===== config.mk =====
export PLATFORM = sky130hd
export DESIGN_NAME = daf_aux_top
export DESIGN_NICKNAME = d
export VERILOG_FILES = /design/src/hw/daf_pkg.sv /design/src/hw/daf_aux_top.sv
export SDC_FILE = /design/constraint.sdc
export NUM_CORES = 1
export LEC_CHECK = 0
export ABC_CLOCK_PERIOD_IN_PS = 15100
export BUFFER_PORTS_ARGS = -buffer_cell sky130_fd_sc_hd__clkbuf_2
export CAP_MARGIN = 20
export CORE_ASPECT_RATIO = 0.9
export CORE_MARGIN = 3
export CORE_UTILIZATION = 54
export DETAILED_ROUTE_END_ITERATION = 6
export PLACE_DENSITY_LB_ADDON = 0.25
export SETUP_SLACK_MARGIN = 0.4
export SLEW_MARGIN = 20
export SYNTH_ARGS = -nofsm -noshare
export SYNTH_HDL_FRONTEND = slang
export SYNTH_SLANG_ARGS = --single-unit

===== constraint.sdc =====
create_clock -name clock -period 15.1 [get_ports clock]
set_input_delay 3.02 -clock clock [delete_from_list [all_inputs] [get_ports clock]]
set_output_delay 3.02 -clock clock [all_outputs]
set_load 0.01 [all_outputs]

===== src/hw/daf_pkg.sv =====
package daf_pkg;

  // ==========================================================================
  // register map
  localparam logic [7:0] REG_INFUNC = 8'h00;
  localparam logic [7:0] REG_ANASEL = 8'h04;
  localparam logic [7:0] REG_BBTIME = 8'h08;
  localparam logic [7:0] REG_SRCHLVL = 8'h0C;
  localparam logic [7:0] REG_GAINBIAS = 8'h10;
  localparam logic [7:0] REG_LOWLIM = 8'h14;
  localparam logic [7:0] REG_STATUS = 8'h18;
  localparam logic [7:0] REG_SYNC = 8'h1C;

  // ==========================================================================
  // contact function codes and fault setting fields
  localparam logic [7:0] FN_DCB = 8'h60;
  localparam logic [7:0] FN_SRCH_MAX = 8'h61;
  localparam logic [7:0] FN_SRCH_REF = 8'h62;
  localparam logic [7:0] FN_INT_CLR = 8'h65;
  localparam logic [7:0] FN_PID_OFF = 8'h66;
  localparam logic [3:0] EXT_FAULT_CODE_FIRST = 4'h2;
  localparam logic [3:0] EXT_FAULT_CODE_LAST = 4'h5;
  localparam int EF_NC_BIT = 0;
  localparam int EF_RUNONLY_BIT = 1;
  localparam logic [1:0] ACT_RAMP = 2'h0;
  localparam logic [1:0] ACT_COAST = 2'h1;
  localparam logic [1:0] ACT_ALT = 2'h2;
  localparam logic [1:0] ACT_MINOR = 2'h3;

  // ==========================================================================
  // analog function codes
  localparam logic [3:0] AN_GAIN = 4'h1;
  localparam logic [3:0] AN_BIAS1 = 4'h2;
  localparam logic [3:0] AN_BIAS2 = 4'h3;
  localparam logic [3:0] AN_LOWLIM = 4'hA;
  localparam logic [3:0] AN_MOTOR_OH = 4'hC;
  localparam int AN_FN_COUNT = 13;
  localparam int GAIN_FRAC = 12;
  localparam logic [15:0] THERM_TRIP_OHM = 16'h0532;
  localparam logic [15:0] THERM_REL_OHM = 16'h0226;

  // ==========================================================================
  // timing
  localparam int CLK_HZ = 20_000_000;
  localparam real ALARM_HOLD_SEC = 0.5;
  localparam int ALARM_HOLD_CYC = int'($ceil(ALARM_HOLD_SEC * CLK_HZ));

  typedef enum logic [2:0] {
    S_IDLE   = 3'h1,
    S_BBWAIT = 3'h2,
    S_SEARCH = 3'h4
  } daf_srch_t;
endpackage


===== src/hw/daf_aux_top.sv =====
// The register addresses and register access over APB were left to the implementer.
`timescale 1ns/10ps
`default_nettype none
module daf_aux_top #(
  parameter logic [23:0] ALARM_HOLD_CYC = 24'(daf_pkg::ALARM_HOLD_CYC)
) (
  input  wire logic        clock,
  input  wire logic        rstn,
  input  wire logic        psel,
  input  wire logic        penable,
  input  wire logic        pwrite,
  input  wire logic [7:0]  paddr,
  input  wire logic [31:0] pwdata,
  output logic [31:0]      prdata,
  output logic             pready,
  output logic             pslverr,
  input  wire logic [3:0]  contact,
  input  wire logic        running,
  input  wire logic        run_cmd,
  input  wire logic        jog_cmd,
  input  wire logic        baseblock,
  input  wire logic        fault_reset,
  input  wire logic        power_loss_mode,
  input  wire logic [15:0] out_current,
  input  wire logic [15:0] out_freq,
  input  wire logic [15:0] freq_ref,
  input  wire logic [15:0] max_freq,
  input  wire logic [15:0] setpoint,
  input  wire logic [15:0] pid_out,
  input  wire logic [15:0] analog_in,
  input  wire logic [15:0] thermistor_ohms,
  output logic [3:0]       fault_show,
  output logic [3:0]       alarm_blink,
  output logic             fault_relay,
  output logic [2:0]       stop_sel,
  output logic             retry_inhibit,
  output logic             dc_brake,
  output logic             output_off,
  output logic             search_active,
  output logic [15:0]      search_start_freq,
  output logic [15:0]      sync_freq,
  output logic             sync_done,
  output logic             pid_int_clear,
  output logic             pid_bypass,
  output logic [15:0]      freq_ref_out,
  output logic [12:0]      analog_fn,
  output logic [15:0]      eff_gain,
  output logic [15:0]      eff_bias,
  output logic [15:0]      eff_low_limit,
  output logic             motor_overheat
);

  typedef struct packed {
    logic [3:0][7:0]    infunc;
    logic [3:0]         anasel;
    logic [15:0]        bbtime;
    logic [15:0]        srchlvl;
    logic [15:0]        gain;
    logic [15:0]        bias;
    logic [15:0]        lowlim;
    logic               cfg_rej;
    logic [3:0]         ef_lat;
    logic [3:0][1:0]    ef_act;
    logic [3:0][23:0]   hold;
    logic [3:0]         alarm;
    logic               srch_q;
    logic [15:0]        srch_ref;
    daf_pkg::daf_srch_t st;
    logic [15:0]        cnt;
    logic [15:0]        start_f;
    logic [15:0]        sync_f;
    logic               sync_done;
    logic               out_off;
    logic               srch_act;
    logic               relay;
    logic               retry_inh;
    logic               dcb;
    logic               pid_clr;
    logic               pid_byp;
    logic               motor_oh;
    logic [2:0]         stop;
    logic [15:0]        ref_out;
    logic [12:0]        ana_fn;
    logic [15:0]        eff_gain;
    logic [15:0]        eff_bias;
    logic [15:0]        eff_low;
    logic [31:0]        prdata;
    logic               pready;
    logic               pslverr;
  } daf_state_t;

  daf_state_t s_r;
  daf_state_t s_nxt;

  // ==========================================================================
  // per-terminal decode
  logic [3:0]  ef_on;
  logic [3:0]  ef_major;
  logic [3:0]  ef_minor;
  logic [3:0]  dcb_in;
  logic [3:0]  smax_in;
  logic [3:0]  sref_in;
  logic [3:0]  iclr_in;
  logic [3:0]  pidoff_in;
  logic [3:0]  w61;
  logic [3:0]  w62;
  logic [3:0]  coast_hit;
  logic [3:0]  alt_hit;
  logic [31:0] gain_prod;

  for (genvar t = 0; t < 4; t++) begin : g_term
    logic [7:0] fn;
    assign fn = s_r.infunc[t];
    assign ef_on[t] = fn[7:4] >= daf_pkg::EXT_FAULT_CODE_FIRST && fn[7:4] <= daf_pkg::EXT_FAULT_CODE_LAST
                      && (contact[t] ^ fn[daf_pkg::EF_NC_BIT])
                      && (!fn[daf_pkg::EF_RUNONLY_BIT] || running);
    assign ef_minor[t] = ef_on[t] && fn[3:2] == daf_pkg::ACT_MINOR;
    assign ef_major[t] = ef_on[t] && fn[3:2] != daf_pkg::ACT_MINOR;
    assign dcb_in[t] = fn == daf_pkg::FN_DCB && contact[t];
    assign smax_in[t] = fn == daf_pkg::FN_SRCH_MAX && contact[t];
    assign sref_in[t] = fn == daf_pkg::FN_SRCH_REF && contact[t];
    assign iclr_in[t] = fn == daf_pkg::FN_INT_CLR && contact[t];
    assign pidoff_in[t] = fn == daf_pkg::FN_PID_OFF && contact[t];
    assign w61[t] = pwdata[8*t+:8] == daf_pkg::FN_SRCH_MAX;
    assign w62[t] = pwdata[8*t+:8] == daf_pkg::FN_SRCH_REF;
    assign coast_hit[t] = s_nxt.ef_lat[t] && s_nxt.ef_act[t] == daf_pkg::ACT_COAST;
    assign alt_hit[t] = s_nxt.ef_lat[t] && s_nxt.ef_act[t] == daf_pkg::ACT_ALT;
  end

  logic apb_wr;
  logic srch_in;
  logic ana_hi;
  assign apb_wr = psel && penable && s_r.pready && pwrite;
  assign srch_in = |(smax_in | sref_in);
  assign gain_prod = s_r.gain * analog_in;
  assign ana_hi = analog_in > s_r.lowlim;

  // ==========================================================================
  // next state
  always_comb begin
    s_nxt = s_r;
    s_nxt.sync_done = 1'b0;

    // register writes
    if (apb_wr) begin
      case (paddr)
        daf_pkg::REG_INFUNC: begin
          s_nxt.cfg_rej = (|w61) && (|w62);
          if (!((|w61) && (|w62))) begin
            s_nxt.infunc = pwdata;
          end
        end
        daf_pkg::REG_ANASEL: s_nxt.anasel = pwdata[3:0];
        daf_pkg::REG_BBTIME: s_nxt.bbtime = pwdata[15:0];
        daf_pkg::REG_SRCHLVL: s_nxt.srchlvl = pwdata[15:0];
        daf_pkg::REG_GAINBIAS: begin
          s_nxt.gain = pwdata[15:0];
          s_nxt.bias = pwdata[31:16];
        end
        daf_pkg::REG_LOWLIM: s_nxt.lowlim = pwdata[15:0];
        default: s_nxt.lowlim = s_r.lowlim;
      endcase
    end

    // external faults; a new fault outranks a reset in the same cycle
    if (fault_reset && baseblock) begin
      s_nxt.ef_lat = 4'h0;
    end
    for (int t = 0; t < 4; t++) begin
      if (ef_major[t]) begin
        s_nxt.ef_lat[t] = 1'b1;
        s_nxt.ef_act[t] = s_r.infunc[t][3:2];
      end
      if (ef_minor[t]) begin
        s_nxt.hold[t] = ALARM_HOLD_CYC;
      end else if (s_r.hold[t] != 24'h0) begin
        s_nxt.hold[t] = s_r.hold[t] - 24'h1;
      end
      s_nxt.alarm[t] = s_nxt.hold[t] != 24'h0;
    end
    s_nxt.relay = |s_nxt.ef_lat;
    if (|coast_hit) begin
      s_nxt.stop = 3'h4;
    end else if (|alt_hit) begin
      s_nxt.stop = 3'h2;
    end else if (|s_nxt.ef_lat) begin
      s_nxt.stop = 3'h1;
    end else begin
      s_nxt.stop = 3'h0;
    end
    s_nxt.retry_inh = |(ef_on | s_r.ef_lat);

    // braking and pid
    s_nxt.dcb = (|dcb_in) && !running && !run_cmd && !jog_cmd;
    s_nxt.pid_clr = |iclr_in;
    s_nxt.pid_byp = (|pidoff_in) && running;
    s_nxt.ref_out = s_nxt.pid_byp ? setpoint : pid_out;

    // speed search; reference captured on search closing, run follows it
    s_nxt.srch_q = srch_in;
    if (srch_in && !s_r.srch_q) begin
      s_nxt.srch_ref = freq_ref;
    end
    case (s_r.st)
      daf_pkg::S_IDLE: begin
        if (power_loss_mode) begin
          s_nxt.start_f = out_freq;
          s_nxt.st = daf_pkg::S_SEARCH;
        end else if (baseblock && run_cmd && srch_in) begin
          s_nxt.start_f = (|smax_in) ? max_freq : s_r.srch_ref;
          s_nxt.cnt = s_r.bbtime;
          s_nxt.st = daf_pkg::S_BBWAIT;
        end
      end
      daf_pkg::S_BBWAIT: begin
        if (s_r.cnt == 16'h0) begin
          s_nxt.st = daf_pkg::S_SEARCH;
        end else begin
          s_nxt.cnt = s_r.cnt - 16'h1;
        end
      end
      daf_pkg::S_SEARCH: begin
        if (out_current < s_r.srchlvl) begin
          s_nxt.sync_f = out_freq;
          s_nxt.sync_done = 1'b1;
          s_nxt.st = daf_pkg::S_IDLE;
        end
      end
      default: s_nxt.st = daf_pkg::S_IDLE;
    endcase
    s_nxt.out_off = s_nxt.st == daf_pkg::S_BBWAIT;
    s_nxt.srch_act = s_nxt.st == daf_pkg::S_SEARCH;

    // analog input; reserved codes fall outside the one-hot range
    s_nxt.ana_fn = 13'h0;
    if (s_r.anasel < 4'(daf_pkg::AN_FN_COUNT)) begin
      s_nxt.ana_fn[s_r.anasel] = 1'b1;
    end
    s_nxt.eff_gain = (s_r.anasel == daf_pkg::AN_GAIN) ? gain_prod[daf_pkg::GAIN_FRAC+:16] : s_r.gain;
    s_nxt.eff_bias = (s_r.anasel == daf_pkg::AN_BIAS1 || s_r.anasel == daf_pkg::AN_BIAS2)
                     ? s_r.bias + analog_in : s_r.bias;
    s_nxt.eff_low = (s_r.anasel == daf_pkg::AN_LOWLIM && ana_hi) ? analog_in : s_r.lowlim;
    // hysteresis band keeps the trip from chattering near threshold
    if (s_r.anasel != daf_pkg::AN_MOTOR_OH || thermistor_ohms <= daf_pkg::THERM_REL_OHM) begin
      s_nxt.motor_oh = 1'b0;
    end else if (thermistor_ohms >= daf_pkg::THERM_TRIP_OHM) begin
      s_nxt.motor_oh = 1'b1;
    end

    // apb: answer prepared in setup, shown for exactly one access cycle
    s_nxt.pready = psel && !penable;
    s_nxt.pslverr = 1'b0;
    s_nxt.prdata = 32'h0;
    if (psel && !penable) begin
      case (paddr)
        daf_pkg::REG_INFUNC: s_nxt.prdata = s_r.infunc;
        daf_pkg::REG_ANASEL: s_nxt.prdata = {28'h0, s_r.anasel};
        daf_pkg::REG_BBTIME: s_nxt.prdata = {16'h0, s_r.bbtime};
        daf_pkg::REG_SRCHLVL: s_nxt.prdata = {16'h0, s_r.srchlvl};
        daf_pkg::REG_GAINBIAS: s_nxt.prdata = {s_r.bias, s_r.gain};
        daf_pkg::REG_LOWLIM: s_nxt.prdata = {16'h0, s_r.lowlim};
        daf_pkg::REG_STATUS: s_nxt.prdata = {18'h0, s_r.st, s_r.motor_oh, s_r.dcb, s_r.cfg_rej, s_r.alarm, s_r.ef_lat};
        daf_pkg::REG_SYNC: s_nxt.prdata = {16'h0, s_r.sync_f};
        default: s_nxt.pslverr = 1'b1;
      endcase
    end
  end

  always_ff @(posedge clock or negedge rstn) begin
    if (!rstn) begin
      s_r <= '0;
      s_r.st <= daf_pkg::S_IDLE;
    end else begin
      s_r <= s_nxt;
    end
  end

  // ==========================================================================
  // outputs
  assign prdata = s_r.prdata;
  assign pready = s_r.pready;
  assign pslverr = s_r.pslverr;
  assign fault_show = s_r.ef_lat;
  assign alarm_blink = s_r.alarm;
  assign fault_relay = s_r.relay;
  assign stop_sel = s_r.stop;
  assign retry_inhibit = s_r.retry_inh;
  assign dc_brake = s_r.dcb;
  assign output_off = s_r.out_off;
  assign search_active = s_r.srch_act;
  assign search_start_freq = s_r.start_f;
  assign sync_freq = s_r.sync_f;
  assign sync_done = s_r.sync_done;
  assign pid_int_clear = s_r.pid_clr;
  assign pid_bypass = s_r.pid_byp;
  assign freq_ref_out = s_r.ref_out;
  assign analog_fn = s_r.ana_fn;
  assign eff_gain = s_r.eff_gain;
  assign eff_bias = s_r.eff_bias;
  assign eff_low_limit = s_r.eff_low;
  assign motor_overheat = s_r.motor_oh;
endmodule
`default_nettype wire


# Yosys cells after proc, flatten, opt, wreduce, memory -nomap -nowiden
# Cells that the tools add are included.
dict set report word_totals {
  reg_bits 420
  input_bits 183
  output_inout_bits 163
  word_cells 296
}
dict set report classes {
  n_lt_le_gt_ge 15
  n_mul 1
  addsub 6
  reduce_logical 113
  muxes 45
  bitwise 7
  eq_ne 64
}
# op count
set op_table {}
lappend op_table {{case mux 32 bit (8 select lines)} 1}
lappend op_table {{equality test 8 x 7 -> 1 bit (second input constant)} 28}
lappend op_table {{two-way mux 24 bit} 8}
lappend op_table {{nonzero test 24 bit} 8}
lappend op_table {{two-way mux 16 bit} 8}
lappend op_table {{subtractor 24 x 1 -> 24 bit (second input constant)} 4}
lappend op_table {{logical AND 1 bit} 63}
lappend op_table {{OR reduction 4 bit} 11}
lappend op_table {{two-way mux 35 bit} 1}
lappend op_table {{equality test 8 x 5 -> 1 bit (second input constant)} 4}
lappend op_table {{two-way mux 32 bit} 1}
lappend op_table {{case mux 16 bit (2 select lines)} 1}
lappend op_table {{multiplier 16 x 16 -> 28 bit} 1}
lappend op_table {{adder 16 bit} 1}
lappend op_table {{equality test 2 bit (second input constant)} 8}
lappend op_table {{equality test 8 x 4 -> 1 bit (second input constant)} 2}
lappend op_table {{>= comparator 16 x 11 -> 1 bit (second input constant)} 1}
lappend op_table {{>= comparator 4 x 2 -> 1 bit (second input constant)} 4}
lappend op_table {{> comparator 16 bit} 1}
lappend op_table {{less-or-equal comparator 16 x 10 -> 1 bit (second input constant)} 1}
lappend op_table {{less-or-equal comparator 4 x 3 -> 1 bit (second input constant)} 4}
lappend op_table {{zero test 16 bit} 1}
lappend op_table {{less-than comparator 16 bit} 1}
lappend op_table {{AND reduction 2 bit} 8}
lappend op_table {{other kinds (31)} 80}

# Longest topological paths before layout
dict set report depth {
  depth_word 11
  mapped_depth 24
  ltp_nobuf 23
}

# Worst setup path before layout
# Ideal clock, no wire load.
dict set report synth_path {
  path_type {in2reg}
  start {input analog_in[9]}
  end {register s_r (netlist bit eff_gain[14])}
  path_stages 22
  setup_slack_ns 6.303
  arrival_ns 8.666
  path_buffers 2
  setup_ns 0.132
  required_time_ns 14.968
  cell_sequence {clkbuf_1 > clkbuf_1 > nand2_1 > fa_1 > inv_1 > fa_1 > inv_1 > fa_1 > inv_1 > fa_1 > fa_1 > inv_1 > fa_1 > inv_1 > ha_1 > nand3_1 > o31ai_1 > a41oi_1 > o31ai_1 > a21oi_1 > xor2_1 > o21ai_1}
}
# item line_no
set synth_lines {}
lappend synth_lines {{from (decl)} daf_aux_top.sv:30} ;# input wire logic [15:0] analog_in,
lappend synth_lines {{to (signal assigned)} daf_aux_top.sv:274} ;# s_r <= s_nxt;
lappend synth_lines {{to (decl)} daf_aux_top.sv:92} ;# daf_state_t s_r;

==> metrics <==
Final Hold Fails 0; Synth Instances around 3000; Worst slew margin 0.227; highest-delay cell along the critical path o31ai_1; overall die area roughly 0.057 mm²; WP data required approximately 16 ns; Post-Route WL 85800 µm; cell type with the largest total area after synthesis dfrtp_1; Setup TNS 0 ns; post-synth top area share 0.355; Pre-antenna DRT Iters 7; antenna violations before repair 7; critical path's largest stage delay around 0.61 ns; ys async rst share 1.00; Mean Syn Cell Area a little under 10 µm²; Setup CP Type primary input to flip-flop; Seq/Total Area, Yosys 0.356; Area Growth Syn to Fin 9.40%; Worst-Margin Slew roughly 1.2 ns; vias in the first global route between 20000 and 25000; switching pwr 0.000821 W; area of the core roughly 0.054 mm²; Switching Fraction 0.288; final RePlAce weighted congestion roughly 0.94; Max Root-Sink Buffers 3; total track usage 0.298; total congestion overflow 0; H-Tree Level Count 2; layout cell share with drive strength beyond 1 0.216; Fin Clk Skew a little under 0.03 ns; status complete, but fails checks; synth warn 0; nets 3616; post-synth net total roughly 3500; worst skew pair latency roughly 0.60 ns; Comb pwr share 0.138; maximum vdd ir drop roughly 0.085 mV; DR iter-0 viols just over 2000; Placed Area slightly above 0.03 mm²; Die H ~230 µm; IO Count approximately 350; Rows 80; Final period util 0.583; I/O Buffers 345; RSZ-0062 raised after global routing no; critical-path cell list clkbuf_2 > and2_1 > fa_1 > inv_1 > fa_1 > fa_1 > inv_1 > fa_1 > fa_1 > inv_1 > fa_1 > inv_1 > ha_1 > nand3_1 > o31ai_1 > a41oi_1 > o31ai_1 > a21oi_1 > xor2_1 > o21ai_1; cell internal pwr 0.00203 W; number of synthesized flops with an enable pin 0; clock sink total 420; Post-CTS Setup Bufs 0; TritonCTS Buffers 47; Post-CTS Resized 0; hpwl dp 64200 µm; hold depth 1; clock root buffer clkbuf_16; post-DR vias/cell around 6; post-layout util 0.603; Post-Place Cells roughly 3800; die width approximately 250 µm; Crit path arrival time about 9.3 ns; Pleak 15.1 nW; Worst-path clk slew about 0.06 ns; synth top area cells dfrtp_1 (36%), fa_1 (13%), mux2_2 (6.8%); minimum clock period ~8.8 ns; failing checks design-rule violations; worst hold path type flip-flop to flip-flop; Clk pwr share 0.402; Max-cap violations 0; Initial Util 0.551; TritonCTS clock tree done; DRC 20; drt wl/cell 22.3 µm; PwrDens 88.5 mW/mm²; largest net degree at the start of global routing around 170; ANT nets after route 0; cells on worst reg2reg path 21; Max FO, Critical Path 20; via count ~23000; Sequential Power Share 0.460; Startpoint Class primary input; Synth cell types 83; critical path's most frequent cell fa_1; first-pass GRT wire length 134000 µm; post-route insts no fill 3846; Final setup viols 0; post-route cell area around 0.032 mm²; hold_buf cts 0; Synth Flop Type dfrtp_1; Seq cells post-synth 420; Slew Viols, Final 0; area of the mapped netlist 0.0295 mm²; Max Clk Rate about 110 MHz; CP Capture Type flip-flop
[cells in the final DEF, fill, tap and decap left out, types with 8 or more instances in the layout]
master	netlist	routed
clkbuf_1	132	14
and2_1	124	124
clkbuf_8	0	10
xor2_1	42	42
a22o_1	9	9
nand4_1	38	38
and3_1	9	9
mux2_2	179	179
or4_1	24	24
a31oi_1	27	26
nor4b_1	9	9
nor2b_1	17	17
o2111ai_1	21	21
clkbuf_2	0	344
a21oi_1	68	67
a22oi_1	100	100
a21o_1	12	12
nor3_1	59	54
nand3_1	50	50
nor4_1	51	51
nor3b_1	14	14
o21ai_0	91	91
or2_2	18	18
o21a_1	8	8
or3_1	16	16
dfrtp_1	419	419
ha_1	135	135
clkbuf_16	0	47
nand2_1	258	258
a211oi_1	8	8
fa_1	189	189
a222oi_1	10	10
xnor2_1	72	72
nand2b_1	32	32
nor2_1	180	178
buf_4	153	32
nand3b_1	9	9
inv_1	277	277
o31ai_1	11	11
[cell usage after synthesis (all sizes together), types with 4 or more instances]
master	n
or2	18
xor2	42
a31oi	27
nor4	55
a21oi	68
nand2b	32
nor2	180
o22ai	7
nor2b	17
fa	189
a222oi	10
and3	9
nand2	260
and2	125
or4	29
inv	278
or3	18
nand3	51
and4	5
o21ai	94
a221oi	6
nor3b	14
a21o	12
ha	135
o21a	8
buf	160
o2111ai	21
a211oi	8
o211ai	8
nor4b	9
a22o	9
o31a	4
clkbuf	133
dfrtp	419
nor3	60
nand3b	9
o21bai	6
nand4	39
mux2	179
a22oi	100
xnor2	72
o31ai	11
[cell families after synthesis]
logic type                 Yosys count  share of synthesized area
adders and majority gates          324                      0.186
xor gates and xnor gates           114                     0.0338
DFF                                420                      0.356
buffers and inverters              571                     0.0924
muxes                              180                     0.0687
AOI/OAI and AO/OA                  429                     0.0987
and+or+nand+nor                    937                      0.164
[critical path, delay by kind of cell]
family	cells	cell delay, ns
buffers and inverters	5	0.51
xor gates and xnor gates	1	0.17
AOI/OAI and AO/OA	5	1.78
and+or+nand+nor	2	0.39
adders and majority gates	7	3.41
[metrics by stage]
| stage | total power [W] | worst slack, ns | hold slack, ns |
|---|---|---|---|
| floorplan | 0.00158 | 6.30 | 0.458 |
| global placement | 0.00171 | 5.93 | 0.487 |
| detailed placement | 0.00173 | 5.74 | 0.493 |
| CTS | 0.00287 | 6.35 | 0.506 |
| global route | 0.00297 | 5.95 | 0.527 |
| finish | 0.00286 | 6.30 | 0.505 |
[worst paths after layout]
check,startpoint,to,slack (ns)
min,s_r[189],s_r[189],0.51
max,analog_in[6],eff_gain[14],6.30
min reg2reg,s_r[189],s_r[189],0.51
max in group asynchronous,rstn,eff_gain[6],10.19
max reg2reg,s_r[341],eff_gain[14],8.08
min in group asynchronous,rstn,prdata[28],2.51
[routing by layer]
| metal | track usage | up-vias | part of all wire |
|---|---|---|---|
| met5 | 0 | - | 0.00038 |
| met4 | 0.134 | 4 | 0.049 |
| met3 | 0.0538 | 239 | 0.079 |
| met2 | 0.488 | 1031 | 0.48 |
| met1 | 0.388 | 11627 | 0.40 |
| li1 | - | 10277 | - |
[state kept, by name (all words and copies together) (netlist names), 4 cells and up]
| register | cells |
|---|---|
| alarm_blink | 4 |
| analog_fn | 13 |
| eff_bias | 16 |
| eff_gain | 16 |
| eff_low_limit | 16 |
| fault_show | 4 |
| freq_ref_out | 16 |
| g_term.fn | 32 |
| prdata | 32 |
| s_r | 225 |
| search_start_freq | 16 |
| sync_freq | 16 |
[final cells by class]
cell class,instances,area [µm²]
fillers,4399,21300
multi-input cells,1984,16300
flip-flops and latches,420,10500
repair buffers,378,2000
clock buffers,71,1370
inverters,278,1040
well taps,697,872
clock inverters,14,165
diodes,4,10.0
[power groups by stage]
stage               registers, W  clock network, W  logic (W)
detailed placement       0.00133                 0   0.000393
global route             0.00132           0.00122   0.000435
global placement         0.00133                 0   0.000380
CTS                      0.00131           0.00117   0.000395
floorplan                0.00129                 0   0.000295
finish                   0.00131           0.00115   0.000394
No activity file was read; power rests on OpenSTA's default activity.
